<file path="src/verilog/bcfb_pkg.sv">
// Shared constants, types and decoding for the bit-clear and flag-branch execute unit.
package bcfb_pkg;

  localparam int PC_W = 21;
  localparam int DADDR_W = 12;
  localparam int BANK_W = 4;
  localparam int FADDR_W = 8;

  // Opcode fields.
  localparam logic [3:0] OPC_BIT_CLEAR = 4'h9;
  localparam logic [7:0] OPC_BR_CARRY = 8'he2;
  localparam logic [7:0] OPC_BR_NO_CARRY = 8'he3;
  localparam logic [7:0] OPC_BR_NEG = 8'he6;
  localparam logic [7:0] OPC_BR_NOT_NEG = 8'he7;
  localparam int NIB_MSB = 15;
  localparam int NIB_LSB = 12;
  localparam int BYTE_MSB = 15;
  localparam int BYTE_LSB = 8;
  localparam int BIT_MSB = 11;
  localparam int BIT_LSB = 9;
  localparam int BANK_SEL_POS = 8;
  localparam int LOW_MSB = 7;

  // Access bank layout and indexed literal offset limit.
  localparam logic [7:0] INDEXED_MAX = 8'h5f;
  localparam logic [3:0] ACCESS_LOW_BANK = 4'h0;
  localparam logic [3:0] ACCESS_HIGH_BANK = 4'hf;

  // The counter has already stepped past the branch word when the target is formed.
  localparam logic [PC_W-1:0] PC_STEP = 21'h2;

  typedef enum logic [2:0] {OP_NONE, OP_BIT_CLEAR, OP_BR_CARRY, OP_BR_NO_CARRY, OP_BR_NEG, OP_BR_NOT_NEG} op_t;
  typedef enum logic [1:0] {PH_Q1, PH_Q2, PH_Q3, PH_Q4} phase_t;
  typedef enum logic {CYC_EXEC, CYC_FLUSH} cycle_t;

  typedef struct packed {
    op_t op;
    logic [2:0] bit_idx;
    logic bank_sel;
    logic [7:0] faddr;
    logic [7:0] offset;
  } decoded_t;

  typedef struct packed {
    logic carry;
    logic negative;
  } flags_t;

  typedef struct packed {
    logic [DADDR_W-1:0] addr;
    logic rd;
    logic wr;
    logic [7:0] wdata;
  } data_req_t;

  function automatic decoded_t decode(input logic valid, input logic [15:0] instr);
    decoded_t d;
    d.op = OP_NONE;
    d.bit_idx = instr[BIT_MSB:BIT_LSB];
    d.bank_sel = instr[BANK_SEL_POS];
    d.faddr = instr[LOW_MSB:0];
    d.offset = instr[LOW_MSB:0];
    if (valid) begin
      if (instr[NIB_MSB:NIB_LSB] == OPC_BIT_CLEAR) begin
        d.op = OP_BIT_CLEAR;
      end else begin
        unique case (instr[BYTE_MSB:BYTE_LSB])
          OPC_BR_CARRY: d.op = OP_BR_CARRY;
          OPC_BR_NO_CARRY: d.op = OP_BR_NO_CARRY;
          OPC_BR_NEG: d.op = OP_BR_NEG;
          OPC_BR_NOT_NEG: d.op = OP_BR_NOT_NEG;
          default: d.op = OP_NONE;
        endcase
      end
    end
    return d;
  endfunction

endpackage

</file>
<file path="src/verilog/bcfb_exec.sv">
// Decode and execute unit for single-bit clear and the carry and negative flag branches.
// Notes on behaviour
// - Decode 1001 opcode, clear indexed register bit.
// - Bank bit zero selects the access bank.
// - Bank bit one uses bank select register.
// - Extended set, low addresses become indexed offsets.
// - Opcode E6 branches when negative is set.
// - Opcode E3 branches when carry is clear.
// - Opcode E7 branches when negative is clear.
// - Offset is signed and doubled before adding.
// - Target is instruction address plus two plus offset.
// - Taken branch two cycles, counter written Q4.
// - Opcode E2 branches when carry is set.
`timescale 1ns/1ps
module bcfb_exec
  import bcfb_pkg::*;
#(
  parameter int PCW = PC_W // Program counter width.
) (
  input wire logic I_CLK, // Core clock, four per instruction cycle.
  input wire logic I_RESETN, // Asynchronous reset, active low.
  input wire logic I_INSTR_VALID, // Fetched word is valid, sampled in Q1.
  input wire logic [15:0] I_INSTR, // Fetched instruction word.
  input wire logic [PCW-1:0] I_INSTR_PC, // Address of the fetched word.
  input wire flags_t I_FLAGS, // Carry and negative status flags.
  input wire logic [BANK_W-1:0] I_BSR, // Bank select register.
  input wire logic I_EXT_EN, // Extended instruction set enabled.
  input wire logic [DADDR_W-1:0] I_INDEX_BASE, // Base pointer for indexed offset.
  input wire logic [7:0] I_DATA_RDATA, // Register file read data, valid in Q3.
  output phase_t O_PHASE, // Current quarter phase.
  output data_req_t O_DATA, // Register file request.
  output logic O_PC_WR, // Program counter write strobe, Q4.
  output logic [PCW-1:0] O_PC_VALUE, // Program counter write value.
  output logic O_FLUSH, // Second, idle cycle of a taken branch.
  output logic O_CLAIMED, // Current instruction belongs to this unit.
  output logic O_INDEXED, // Operand uses indexed literal offset.
  output logic O_BRANCH_TAKEN, // Branch condition held this cycle.
  output logic O_STATUS_WR // Status flag write enable, never raised.
);

  logic [1:0] rst_sync;
  logic rst_n;
  phase_t phase;
  phase_t next_phase;
  cycle_t cycle;
  decoded_t ir;
  logic [PCW-1:0] ir_pc;
  logic [DADDR_W-1:0] res_addr;
  logic res_indexed;
  logic br_is;
  logic br_taken;
  logic [PC_W-1:0] br_target;
  logic taken_hold;
  logic [7:0] clear_mask;
  logic is_clear;
  decoded_t fetch_dec;

  // One decode of the fetched word feeds both the instruction register and the claim flag.
  assign fetch_dec = decode(I_INSTR_VALID, I_INSTR);

  // Reset is released through two flip-flops.
  always_ff @(posedge I_CLK or negedge I_RESETN) begin
    if (!I_RESETN) begin
      rst_sync <= 2'h0;
    end else begin
      rst_sync <= {rst_sync[0], 1'b1};
    end
  end

  assign rst_n = rst_sync[1];

  always_comb begin
    unique case (phase)
      PH_Q1: next_phase = PH_Q2;
      PH_Q2: next_phase = PH_Q3;
      PH_Q3: next_phase = PH_Q4;
      PH_Q4: next_phase = PH_Q1;
    endcase
  end

  always_ff @(posedge I_CLK or negedge rst_n) begin
    if (!rst_n) begin
      phase <= PH_Q1;
    end else begin
      phase <= next_phase;
    end
  end

  assign O_PHASE = phase;

  // The word is decoded at the end of Q1; the idle cycle of a taken branch decodes nothing.
  always_ff @(posedge I_CLK or negedge rst_n) begin
    if (!rst_n) begin
      ir <= '0;
      ir_pc <= '0;
    end else if (phase == PH_Q1) begin
      if (cycle == CYC_EXEC) begin
        ir <= fetch_dec;
        ir_pc <= I_INSTR_PC;
      end else begin
        ir <= '0;
        ir_pc <= ir_pc;
      end
    end
  end

  assign is_clear = (ir.op == OP_BIT_CLEAR);

  data_addr_resolver u_addr (
    .bank_sel(ir.bank_sel),
    .faddr(ir.faddr),
    .bank(I_BSR),
    .ext_en(I_EXT_EN),
    .index_base(I_INDEX_BASE),
    .addr(res_addr),
    .indexed(res_indexed)
  );

  branch_eval u_branch (
    .op(ir.op),
    .offset(ir.offset),
    .flags(I_FLAGS),
    .instr_pc(PC_W'(ir_pc)),
    .is_branch(br_is),
    .taken(br_taken),
    .target(br_target)
  );

  // Mask with only the selected bit low.
  always_comb begin
    clear_mask = 8'hff;
    clear_mask[ir.bit_idx] = 1'b0;
  end

  // Read in Q3, write back in Q4, all within one instruction cycle.
  always_ff @(posedge I_CLK or negedge rst_n) begin
    if (!rst_n) begin
      O_DATA <= '0;
    end else begin
      unique case (phase)
        PH_Q1: begin
          O_DATA.rd <= 1'b0;
          O_DATA.wr <= 1'b0;
        end
        PH_Q2: begin
          O_DATA.addr <= res_addr;
          O_DATA.rd <= is_clear;
        end
        PH_Q3: begin
          O_DATA.rd <= 1'b0;
          O_DATA.wr <= is_clear;
          O_DATA.wdata <= I_DATA_RDATA & clear_mask;
        end
        PH_Q4: begin
          O_DATA.wr <= 1'b0;
        end
      endcase
    end
  end

  always_ff @(posedge I_CLK or negedge rst_n) begin
    if (!rst_n) begin
      O_INDEXED <= 1'b0;
    end else if (phase == PH_Q2) begin
      O_INDEXED <= is_clear && res_indexed;
    end else if (phase == PH_Q4) begin
      O_INDEXED <= 1'b0;
    end
  end

  // The condition is judged at the end of Q3 and the counter is written during Q4.
  always_ff @(posedge I_CLK or negedge rst_n) begin
    if (!rst_n) begin
      O_PC_WR <= 1'b0;
      O_PC_VALUE <= '0;
      taken_hold <= 1'b0;
    end else if (phase == PH_Q3) begin
      O_PC_WR <= br_is && br_taken;
      O_PC_VALUE <= PCW'(br_target);
      taken_hold <= br_is && br_taken;
    end else begin
      O_PC_WR <= 1'b0;
      if (phase == PH_Q4) begin
        taken_hold <= 1'b0;
      end
    end
  end

  always_ff @(posedge I_CLK or negedge rst_n) begin
    if (!rst_n) begin
      O_BRANCH_TAKEN <= 1'b0;
    end else if (phase == PH_Q3) begin
      O_BRANCH_TAKEN <= br_is && br_taken;
    end else if (phase == PH_Q4) begin
      O_BRANCH_TAKEN <= 1'b0;
    end
  end

  // A taken branch spends the whole following instruction cycle idle.
  always_ff @(posedge I_CLK or negedge rst_n) begin
    if (!rst_n) begin
      cycle <= CYC_EXEC;
      O_FLUSH <= 1'b0;
    end else if (phase == PH_Q4) begin
      unique case (cycle)
        CYC_EXEC: begin
          cycle <= taken_hold ? CYC_FLUSH : CYC_EXEC;
          O_FLUSH <= taken_hold;
        end
        CYC_FLUSH: begin
          cycle <= CYC_EXEC;
          O_FLUSH <= 1'b0;
        end
      endcase
    end
  end

  always_ff @(posedge I_CLK or negedge rst_n) begin
    if (!rst_n) begin
      O_CLAIMED <= 1'b0;
    end else if (phase == PH_Q1) begin
      O_CLAIMED <= (cycle == CYC_EXEC) && (fetch_dec.op != OP_NONE);
    end
  end

  // None of these operations touches a status flag.
  always_ff @(posedge I_CLK or negedge rst_n) begin
    if (!rst_n) begin
      O_STATUS_WR <= 1'b0;
    end else begin
      O_STATUS_WR <= 1'b0;
    end
  end

endmodule

</file>
<file path="src/verilog/branch_eval.sv">
// Evaluates the condition and target of a conditional relative branch.
`timescale 1ns/1ps
module branch_eval
  import bcfb_pkg::*;
(
  input wire op_t op, // Decoded operation.
  input wire logic [7:0] offset, // Signed word offset.
  input wire flags_t flags, // Status flags.
  input wire logic [PC_W-1:0] instr_pc, // Address of the branch word.
  output logic is_branch, // Operation is one of the branches.
  output logic taken, // Branch condition holds.
  output logic [PC_W-1:0] target // Branch destination.
);

  logic [PC_W-1:0] disp;

  // Sign extend and double the offset so targets stay on even addresses.
  assign disp = {{(PC_W-9){offset[7]}}, offset, 1'b0};
  assign target = instr_pc + PC_STEP + disp;

  always_comb begin
    is_branch = 1'b1;
    taken = 1'b0;
    unique case (op)
      OP_BR_CARRY: taken = flags.carry;
      OP_BR_NO_CARRY: taken = !flags.carry;
      OP_BR_NEG: taken = flags.negative;
      OP_BR_NOT_NEG: taken = !flags.negative;
      OP_NONE, OP_BIT_CLEAR: is_branch = 1'b0;
      default: is_branch = 1'b0;
    endcase
  end

endmodule

</file>
<file path="src/verilog/data_addr_resolver.sv">
// Resolves the full data address of a bit-clear operand.
`timescale 1ns/1ps
module data_addr_resolver
  import bcfb_pkg::*;
(
  input wire logic bank_sel, // Bank-select bit of the instruction.
  input wire logic [FADDR_W-1:0] faddr, // 8-bit register field.
  input wire logic [BANK_W-1:0] bank, // Bank select register.
  input wire logic ext_en, // Extended instruction set enabled.
  input wire logic [DADDR_W-1:0] index_base, // Base pointer for indexed literal offset.
  output logic [DADDR_W-1:0] addr, // Resolved data address.
  output logic indexed // Indexed literal offset mode in use.
);

  always_comb begin
    indexed = 1'b0;
    if (bank_sel) begin
      addr = {bank, faddr};
    end else if (ext_en && (faddr <= INDEXED_MAX)) begin
      addr = index_base + {{(DADDR_W-FADDR_W){1'b0}}, faddr};
      indexed = 1'b1;
    end else if (faddr <= INDEXED_MAX) begin
      addr = {ACCESS_LOW_BANK, faddr};
    end else begin
      addr = {ACCESS_HIGH_BANK, faddr};
    end
  end

endmodule
</file>
<file path="config.mk">
export PLATFORM = sky130hd
export DESIGN_NAME = bcfb_exec
export DESIGN_NICKNAME = d
export VERILOG_FILES = /design/src/verilog/bcfb_pkg.sv /design/src/verilog/bcfb_exec.sv /design/src/verilog/branch_eval.sv /design/src/verilog/data_addr_resolver.sv
export SDC_FILE = /design/constraint.sdc
export NUM_CORES = 1
export LEC_CHECK = 0
export ABC_AREA = 1
export BUFFER_PORTS_ARGS = -buffer_cell sky130_fd_sc_hd__buf_2
export CELL_PAD_IN_SITES_DETAIL_PLACEMENT = 0
export CELL_PAD_IN_SITES_GLOBAL_PLACEMENT = 1
export CORE_MARGIN = 1.5
export CORE_UTILIZATION = 43
export DETAILED_ROUTE_END_ITERATION = 12
export HOLD_SLACK_MARGIN = 0.06
export PLACE_DENSITY = 0.87
export SETUP_SLACK_MARGIN = 0.05
export SKIP_CTS_REPAIR_TIMING = 1
export SYNTH_ARGS = -nofsm -noshare
export SYNTH_HDL_FRONTEND = slang
export SYNTH_SLANG_ARGS = --single-unit
</file>
<file path="constraint.sdc">
create_clock -name I_CLK -period 5.43 [get_ports I_CLK]
set_input_delay 1.086 -clock I_CLK [delete_from_list [all_inputs] [get_ports I_CLK]]
set_output_delay 1.086 -clock I_CLK [all_outputs]
set_load 0.02 [all_outputs]
</file>
After elaboration in Yosys (flattened, before gate mapping)
Index checks and enable logic that the tools add are counted.
{ "word_totals": {"in_bits": 67, "out_inout_bits": 51, "regBits": 97, "elab_cells": 81} }
{ "op_classes": {"bitwise_logic": 3, "magnitude_cmp": 3, "addsub": 3, "reduce_logical": 17, "n_mux": 23, "eq_ne": 13} }
{ "op_table": {"columns": ["operator", "n"], "rows": [
  ["two-way mux 12 bit", 3],
  ["== test 8 bit, second input constant", 4],
  ["two-way mux 23 bit", 1],
  ["adder 21 x 2 -> 21 bit, second input constant", 1],
  ["adder 21 bit", 1],
  ["adder 12 x 8 -> 12 bit", 1],
  ["case mux 3 bit (4 select lines)", 1],
  ["two-way mux 1 bit", 9],
  ["AND 8 bit", 1],
  ["<= comparator 8 x 7 -> 1 bit, second input constant", 1],
  ["NOT 8 bit", 1],
  ["case mux 1 bit (2 select lines)", 4],
  ["case mux 2 bit (4 select lines)", 1],
  ["nonzero test 2 bit", 4],
  ["== test 3 x 2 -> 1 bit, second input constant", 2],
  ["== test 3 bit, second input constant", 2],
  ["two-way mux 3 bit", 2],
  ["logical AND 1 bit", 5],
  ["== test 2 bit, second input constant", 2],
  ["== test 4 bit, second input constant", 1],
  ["less-than comparator 3 x 4 -> 1 bit, second input constant", 1],
  ["case mux 1 bit (4 select lines)", 1],
  ["OR reduction 2 bit", 2],
  ["OR reduction 4 bit", 1],
  ["other kinds (9)", 10]
]} }

Depth between registers and ports, before layout
Gate-level depths: netlist of run 1.
{ "logic_depth": {"depth_word": 6, "depth_mapped": 16, "mapped_depth_nobuf": 16} }

By module
From an unflattened synthesis of run 1, not the netlist that was laid out.
{ "unflattened": {"hier_cells": 722, "hier_area_um2": 5604.1} }
{ "modules_own_cells": {"columns": ["mod", "seq_area_each_um2", "area_per_inst_um2", "cells_each", "instances"], "rows": [
  ["bcfb_exec", 2202.1, 3473.3, 350, 1],
  ["branch_eval", 0.0, 1391.3, 232, 1],
  ["data_addr_resolver", 0.0, 739.5, 140, 1]
]} }

Worst setup path after synthesis of run 1
OpenSTA, ideal clock, no wires.
{ "synth_timing": {"path_type": "input port to flip-flop", "from": "in I_INDEX_BASE[0]", "to": "reg O_DATA[20] (netlist name)", "n_path_buf": 0, "stages": 12, "required_ns": 5.353, "setup_ns": 0.077, "arrival_ns": 2.299, "path_slack_ns": 3.054, "cell_sequence": "ha_1 inv_1 fa_1 inv_1 nand3_1 nand2_1 nand2_1 nand2_1 nand2_1 nand2_1 nand3_1 a21oi_1"} }
{ "synth_between": {"elab_chain_cells": 3} }
{ "synth_rtl": {"columns": ["element", "line_no", "text"], "rows": [
  ["start: declaration", "bcfb_exec.sv:28", "input wire logic [DADDR_W-1:0] I_INDEX_BASE,"],
  ["adder 12 x 8 -> 12 bit", "data_addr_resolver.sv:20", "addr = index_base + {{(DADDR_W-FADDR_W){1'b0}}, faddr};"],
  ["two-way mux 12 bit", "data_addr_resolver.sv:19", "end else if (ext_en && (faddr <= INDEXED_MAX)) begin"],
  ["two-way mux 12 bit", "data_addr_resolver.sv:17", "if (bank_sel) begin"],
  ["end: declaration", "bcfb_exec.sv:31", "output data_req_t O_DATA,"]
]} }
Every way passes these cells.
A chain may end at the register's enable or synchronous reset.

Worst setup path after layout of run 1
{ "layout_timing": {"from": "reg phase[0], in the netlist O_PHASE[0]", "to": "reg O_CLAIMED"} }
{ "layout_between": {"elab_chain_cells": 1} }
{ "layout_rtl": {"columns": ["element", "line_no", "text"], "rows": [
  ["start: declaration", "bcfb_exec.sv:43", "phase_t phase;"],
  ["start signal: assignment", "bcfb_exec.sv:85", "phase <= next_phase;"],
  ["zero test 2 bit", "bcfb_exec.sv:221", "end else if (phase == PH_Q1) begin"],
  ["end signal: assignment", "bcfb_exec.sv:222", "O_CLAIMED <= (cycle == CYC_EXEC) && (fetch_dec.op != OP_NONE);"],
  ["end: declaration", "bcfb_exec.sv:35", "output logic O_CLAIMED,"]
]} }
Every way passes these cells.

==> results of run 1 <==
[how the worst max path moves through the flow]
stage / from / endpoint / cells after the start
after floorplan: rst_sync[1] / O_BRANCH_TAKEN / 0
after global placement: I_INDEX_BASE[0] / O_DATA[20] / 13
after detailed placement: O_PHASE[0] / O_CLAIMED / 8
after CTS: O_PHASE[0] / O_CLAIMED / 8
after global routing: O_PHASE[0] / ir[20] / 8
final: O_PHASE[0] / O_CLAIMED / 8
[placed cells by master (no fill, tap or decap), drive strengths merged, types with 3 or more instances in the layout]
master | Yosys | layout
o31ai | 8 | 8
ha | 51 | 51
nor3 | 4 | 4
a21oi | 46 | 46
nand4 | 7 | 7
nand3 | 40 | 40
xnor2 | 7 | 7
dfrtp | 88 | 88
o21ai | 44 | 44
xor2 | 5 | 5
buf | 9 | 118
and2 | 3 | 3
a22o | 3 | 3
clkbuf | 6 | 12
nor2 | 38 | 38
nand3b | 5 | 5
inv | 66 | 66
nand2 | 245 | 245
[routing by layer]
| layer | global-route usage [%] | routed length (microns) | vias to the layer above |
|---|---|---|---|
| li1 | - | - | 2453 |
| met3 | 3.39 | 595 | 26 |
| met5 | 0 | 0 | - |
| met1 | 29.4 | 6400 | 2169 |
| met4 | 9.75 | 331 | 0 |
| met2 | 31.8 | 5470 | 131 |
[cells by family (layout without fill, tap and decap cells)]
group | count (synthesis) | count (layout)
AOI/OAI and AO/OA | 105 | 105
xor gates and xnor gates | 12 | 12
adders and majority gates | 53 | 53
buffers and inverters | 82 | 200
DFF | 88 | 88
other | 2 | 2
and+or+nand+nor | 344 | 344
[layout make-up]
type,instances,area share [%]
well taps,168,3.31
multi-input cells,516,44.1
flip-flops and latches,88,34.7
repair buffers,118,9.37
inverters,67,3.96
clock buffers,12,3.88
clock inverters,3,0.669
[critical path, stage by stage (launching register included)]
cell and delay (ns):
dfrtp_1 0.45, inv_1 0.12, ha_1 0.39, inv_2 0.21, nor2_4 0.67, inv_2 0.41
o21ai_1 0.23, nand2_1 0.09, nand4_1 0.08
[stage by stage]
stage	cell area [sq um]	hold slack, ns	setup WS (ns)
6_report	6360	0.225	2.68
3_5_place_dp	6070	0.240	2.68
2_1_floorplan	5330	0.331	2.80
3_3_place_gp	6070	0.231	2.80
4_1_cts	6360	0.242	2.66
5_1_grt	6360	0.256	2.42
[state kept, by name, indices dropped and copies added, names as in the netlist]
| signal | cells |
|---|---|
| O_PHASE | 2 |
| rst_sync | 2 |
| O_DATA | 22 |
| ir_pc | 21 |
| O_PC_VALUE | 21 |
| O_FLUSH | 1 |
| O_BRANCH_TAKEN | 1 |
| ir | 15 |
| O_CLAIMED | 1 |
| O_PC_WR | 1 |
| O_INDEXED | 1 |
[power breakdown]
part           switching, mW  internal, mW  total (mW)
Clock                  0.250         0.366       0.616
Sequential            0.0767         0.752       0.829
Combinational          0.399         0.232       0.632
==> impl_results.md, run 1 <==
- Status: complete, no violations
- Vias: around 4.8k
- Syn nets: ~810
- Minimum clock period: 2.75 ns
- Post-synth top area share: just over 40%
- Overall die height: between 100 and 150 microns
- Site Rows: 40
- First-pass GRT wire length: around 21 mm
- Clock Skew: approximately 0.0073 ns
- Largest family of logic cells by synthesized area: simple AND/OR/NAND/NOR gates
- TritonCTS sink count: between 80 and 90
- R2R setup slack: ~2.7 ns
- Non-Filler Instances: 972
- VDD IR max: about 0.00014 V
- P_leak: around 3.5 nW
- CTS tree: yes
- Worst reg2reg startpoint: O_PHASE[0]
- Area of the mapped netlist: approximately 0.0053 sq mm
- Setup_tns: 0 ns
- Top FF cell, synth: dfrtp_1
- Root buf cell: clkbuf_16
- HPWL after detailed placement: about 9.8 mm
- Core area: between 0.01 and 0.015 sq mm
- Filler cell count: between 1k and 1.5k
- Crit Path Max Fanout: 36
- Multi-input gate area: roughly 0.0028 sq mm
- Final period utilization: 50.6%
- Post-synthesis compound-gate area fraction: a little over a tenth
- Post-synth top cells: 240 x nand2_1, 88 x dfrtp_1, 63 x inv_1
- F_max: 0.364 GHz
- Synth Area in XOR/XNOR: between 1.5 and 2%
- Tot Pwr: approximately 2.1 mW
- Max-slew violation count: 0
- Crit end category: register
- YS warnings: 0
- WL final: approximately 13 mm
- Count of final setup violators: 0
- Htree depth: 3
- Power Density: approximately 330 mW/mm^2
- Vias per std cell: ~4.9
- Initial antenna violation count: 0
- All-Layer GR Usage: around a fifth
- Remaining Overflow, GRT: 0
- Relative slew slack: about 44%
- Synth area leaders: dfrtp_1 41%, nand2_1 17%, ha_1 12%, inv_1 4.4%, a21oi_1 4.0%
- Clock Tree Buf Depth: 2
- Max-cap violation count: 0
- Layout cells sized above 1: between 10% and 20%
- RD Place Congestion: approximately 0.94
- R2R depth: 8
- Drt first pass iters: 5
- Total CTS buffers: 9
- Worst setup SP type: register
- IO Count: 118
- Vias in the first global route: between 4k and 5k
- Initial DRC count: around 230
- Post-DRT Antenna Nets: 0
- Seq/Total Area, Yosys: between 40% and 50%
- Tightest Pin Transition: 0.831 ns
- Post-synth EDFFs: 0
- Hold WC Path Type: reg -> async
- Syn Area/Cell: between 7 and 8 sq um
- Area grow syn2layout: 19.2%
- Pin count of the biggest net entering global routing: 63
- Width of the die: ~110 microns
- Most common cell in the synthesized netlist: nand2_1
- Sequential Area: about 0.0022 sq mm
- Wire length per cell: between 10 and 15 microns
- Die ar.: between 0.01 and 0.015 sq mm
- Synth Register Bits: just under 90
- Crit Path Class: reg -> reg
- Final hold vios: 0
- Unrepaired setup endpoints after global routing: no
- # DRC: 0
- Synth Area in Simple Gates: ~27%
- Placed cells: about 960
- Final core utilization: between 50% and 60%
- Leading area contributor after synthesis: dfrtp_1
- Initial Util: 44.2%
- Inserted Diodes: 0
- Synth Instances: just under 700
- Worst reg2reg endpoint: O_CLAIMED
- Clk Latency, worst-skew pair: approximately 0.34 ns
- Post-synthesis mux area share: 0%
- CP required: approximately 5.7 ns
- Nets@finish: slightly above 900
- Synth async-reset ratio: 100%
- CTS clk-pin slew, worst paths: about 0.060 ns
- Port bufs: 116
- CP arrival: between 3 and 4 ns
- Post-Synth Adder-Cell Area: 12.7%
- Post-synthesis cell type count: 34
Note: power is estimated with default switching activity, not from simulation.
==> run 2: changes to the inputs <==
- ABC_AREA: 1 -> 0
- CORE_UTILIZATION: 43 -> 42
- PLACE_DENSITY: 0.87 -> 0.81
- clock period: 5.43 -> 2.75 ns (I/O delays scaled with it)
==> run 2 against run 1 <==
Against the previous run:
- combinational power grew 49%
- final cell count shrank 20%
- final area grew 1.6%
- worst setup slack lost 2.6 ns
- power grew 76%
- sequential share of layout area shrank 0.53 points
- via count shrank 15%
==> impl_results.md, run 2 <==
- Remaining Overflow, GRT: 0
- RD Place Congestion: slightly below 0.9
- Count of final setup violators: 0
- Synth Instances: 489
- Overall die height: 113 microns
- CTS tree: yes
- Post-synth top area share: a little over two fifths
- Synth area leaders: dfrtp_1 43%, ha_1 12%, mux2_2 7.7%, xnor2_1 3.1%, o21ai_0 2.8%
- Post-synth top cells: 88 x dfrtp_1, 51 x ha_1, 37 x inv_1
- Design area: ~0.0065 sq mm
- Area grow syn2layout: 26.1%
- Cell Area, Placed: 0.00594 sq mm
- Commonest cells after routing, fill and taps aside: 116 x buf_2, 86 x dfrtp_1, 41 x ha_1
- Port bufs: approximately 120
- Hold path depth: 0
- Die ar.: 0.0129 sq mm
- CP arrival: 2.88 ns
- VDD IR max: around 0.00025 V
- YS warnings: 0
- HPWL after detailed placement: 8.71 mm
- Clock Skew: 0.0102 ns
- Root buf cell: clkbuf_16
- F_max: 0.380 GHz
- CP required: ~3.0 ns
- Clock Tree Buf Depth: 2
- Biggest register: O_DATA
- Relative slew slack: 50.3%
- R2R depth: 9
- Post-synth EDFFs: 0
- Tightest Pin Transition: 0.746 ns
- Initial Util: between 40 and 50%
- Crit-path cells: buf_4 -> ha_1 -> ha_2 -> a21oi_1 -> or3b_1 -> o211ai_1 -> a211oi_2 -> o211a_1 -> a311oi_2
- Vias per std cell: approximately 5.2
- Met2 wire length: 5.69 mm
- Filler cell count: about 1.1k
- Initial antenna violation count: 1
- Initial DRC count: 177
- Crit Path Class: reg -> reg
- TritonCTS sink count: 88
- Top FF cell, synth: dfrtp_1
- Max-slew violation count: 0
- Total CTS buffers: 9
- Final period utilization: between 90% and 100%
- Site Rows: 40
- Layout cells sized above 1: roughly 37%
- Vias in the first global route: just over 4k
- Crit end category: register
- Top metal layer carrying routed signals: met4
- Core area: ~0.012 sq mm
- Leading cell type in the layout, fill and taps excluded: buf_2
- P_leak: ~3.1 nW
- Leading area contributor after synthesis: dfrtp_1
- Area of the mapped netlist: just over 0.005 sq mm
- Synth Register Bits: 88
- Sequential Area: about 0.0022 sq mm
- Synth async-reset ratio: between 90% and 100%
- Wire length per cell: ~15 microns
- Most common cell in the synthesized netlist: dfrtp_1
- Htree depth: 3
- Hold WC Path Type: reg -> reg
- First-pass GRT wire length: approximately 20 mm
- M1 WL: 5.55 mm
- Multi-input gate area: roughly 0.0029 sq mm
- Syn nets: between 600 and 700
- Status: complete, no violations
- Max-cap violation count: 0
- IO Count: ~120
- Clk Latency, worst-skew pair: 0.35 ns
- Slowest cell on the critical path: dfrtp_2
- Setup_tns: 0 ns
- Minimum clock period: ~2.6 ns
- WL final: 12.0 mm
- Power Density: 564 mW/mm^2
- Vias: between 4k and 5k
- CTS clk-pin slew, worst paths: around 0.07 ns
- Worst setup SP type: register
- Pin count of the biggest net entering global routing: 54
- Final hold vios: 0
- Max incr delay on CP: roughly 0.45 ns
- Crit Path Max Fanout: 6
- Syn Area/Cell: ~10 sq um
- Largest register FFs: 22
- Seq/Total Area, Yosys: between 40% and 50%
- Drt first pass iters: 4
- Nets@finish: between 700 and 800
- All-Layer GR Usage: between 10% and 20%
- Wire length on met3: 449 microns
- Largest registers: O_DATA: 22 flops, O_PC_VALUE: 21 flops, ir_pc: 21 flops
- Width of the die: 113 microns
- # DRC: 0
- Unrepaired setup endpoints after global routing: yes
- Post-synthesis cell type count: 57
- Post-DRT Antenna Nets: 0
[run 2: cell count changes after synthesis, moves of 8 or more]
cell / before / now
mux2_2: 0 / 35
a21oi_1: 43 / 25
o211ai_1: 1 / 9
xnor2_1: 7 / 18
nand2_1: 240 / 19
nand3_1: 37 / 11
a31o_2: 0 / 9
o21ai_0: 39 / 29
inv_1: 63 / 37
nor2b_1: 0 / 14
[run 2: cell families (layout without fill, tap and decap cells)]
family	count (synthesis)	after routing	synth area share [%]
flops	88	88	43.0
compound gates	127	127	16.9
fa+ha+maj	53	53	13.2
mux	38	38	8.38
buf+inv	54	193	4.32
other cells	2	3	0.147
xor+xnor	25	25	4.27
simple gates	102	102	9.79
[run 2: metal layers]
layer | track usage [%] | vias up
met4 | 9.33 | 0
li1 | - | 2008
met2 | 31.7 | 97
met5 | 0 | -
met3 | 3.40 | 19
met1 | 25.5 | 1920
[run 2: final timing paths]
path,endpoint,from,slack [ns]
min in group asynchronous,ir_pc[8],rst_sync[1],0.39
hold reg to reg,rst_sync[1],rst_sync[0],0.36
setup / recovery,O_PC_VALUE[18],ir[15],0.12
hold / removal,rst_sync[1],rst_sync[0],0.36
max in group asynchronous,O_DATA[6],rst_sync[1],1.70
setup reg to reg,O_PC_VALUE[18],ir[15],0.12
[run 2: area by class of cell]
cell class	instances	share of cell area [%]
Antenna cell	1	0.0388
Clock buffer	13	4.03
Clock inverter	3	0.271
Inverter	37	2.15
Multi-Input combinational cell	347	44.3
Sequential cell	88	34.2
Tap cell	147	2.85
Timing Repair Buffer	140	12.2
[run 2: critical path, delay by kind of cell, from the launching register on]
kind,cells,cell delay (ns)
simple gates,1,0.42
buf+inv,1,0.18
compound gates,5,0.81
fa+ha+maj,2,0.67
flops,1,0.45
[run 2: through the flow]
stage	util, %	setup WS [ns]	instances	power (mW)	hold WS, ns
after global routing	54.0	0.000465	776	3.86	0.375
after CTS	52.0	0.0136	765	3.61	-0.0453
after floorplan	-	0.0973	489	2.12	0.254
after detailed placement	49.7	0.0324	749	2.42	0.335
after global placement	49.7	0.0881	749	2.40	0.335
final	54.0	0.118	776	3.65	0.364
[run 2: power by group]
group	switching [mW]	internal, mW	total [mW]
registers	0.100	1.43	1.53
logic	0.505	0.437	0.942
clock network	0.517	0.660	1.18
total	1.12	2.52	3.65
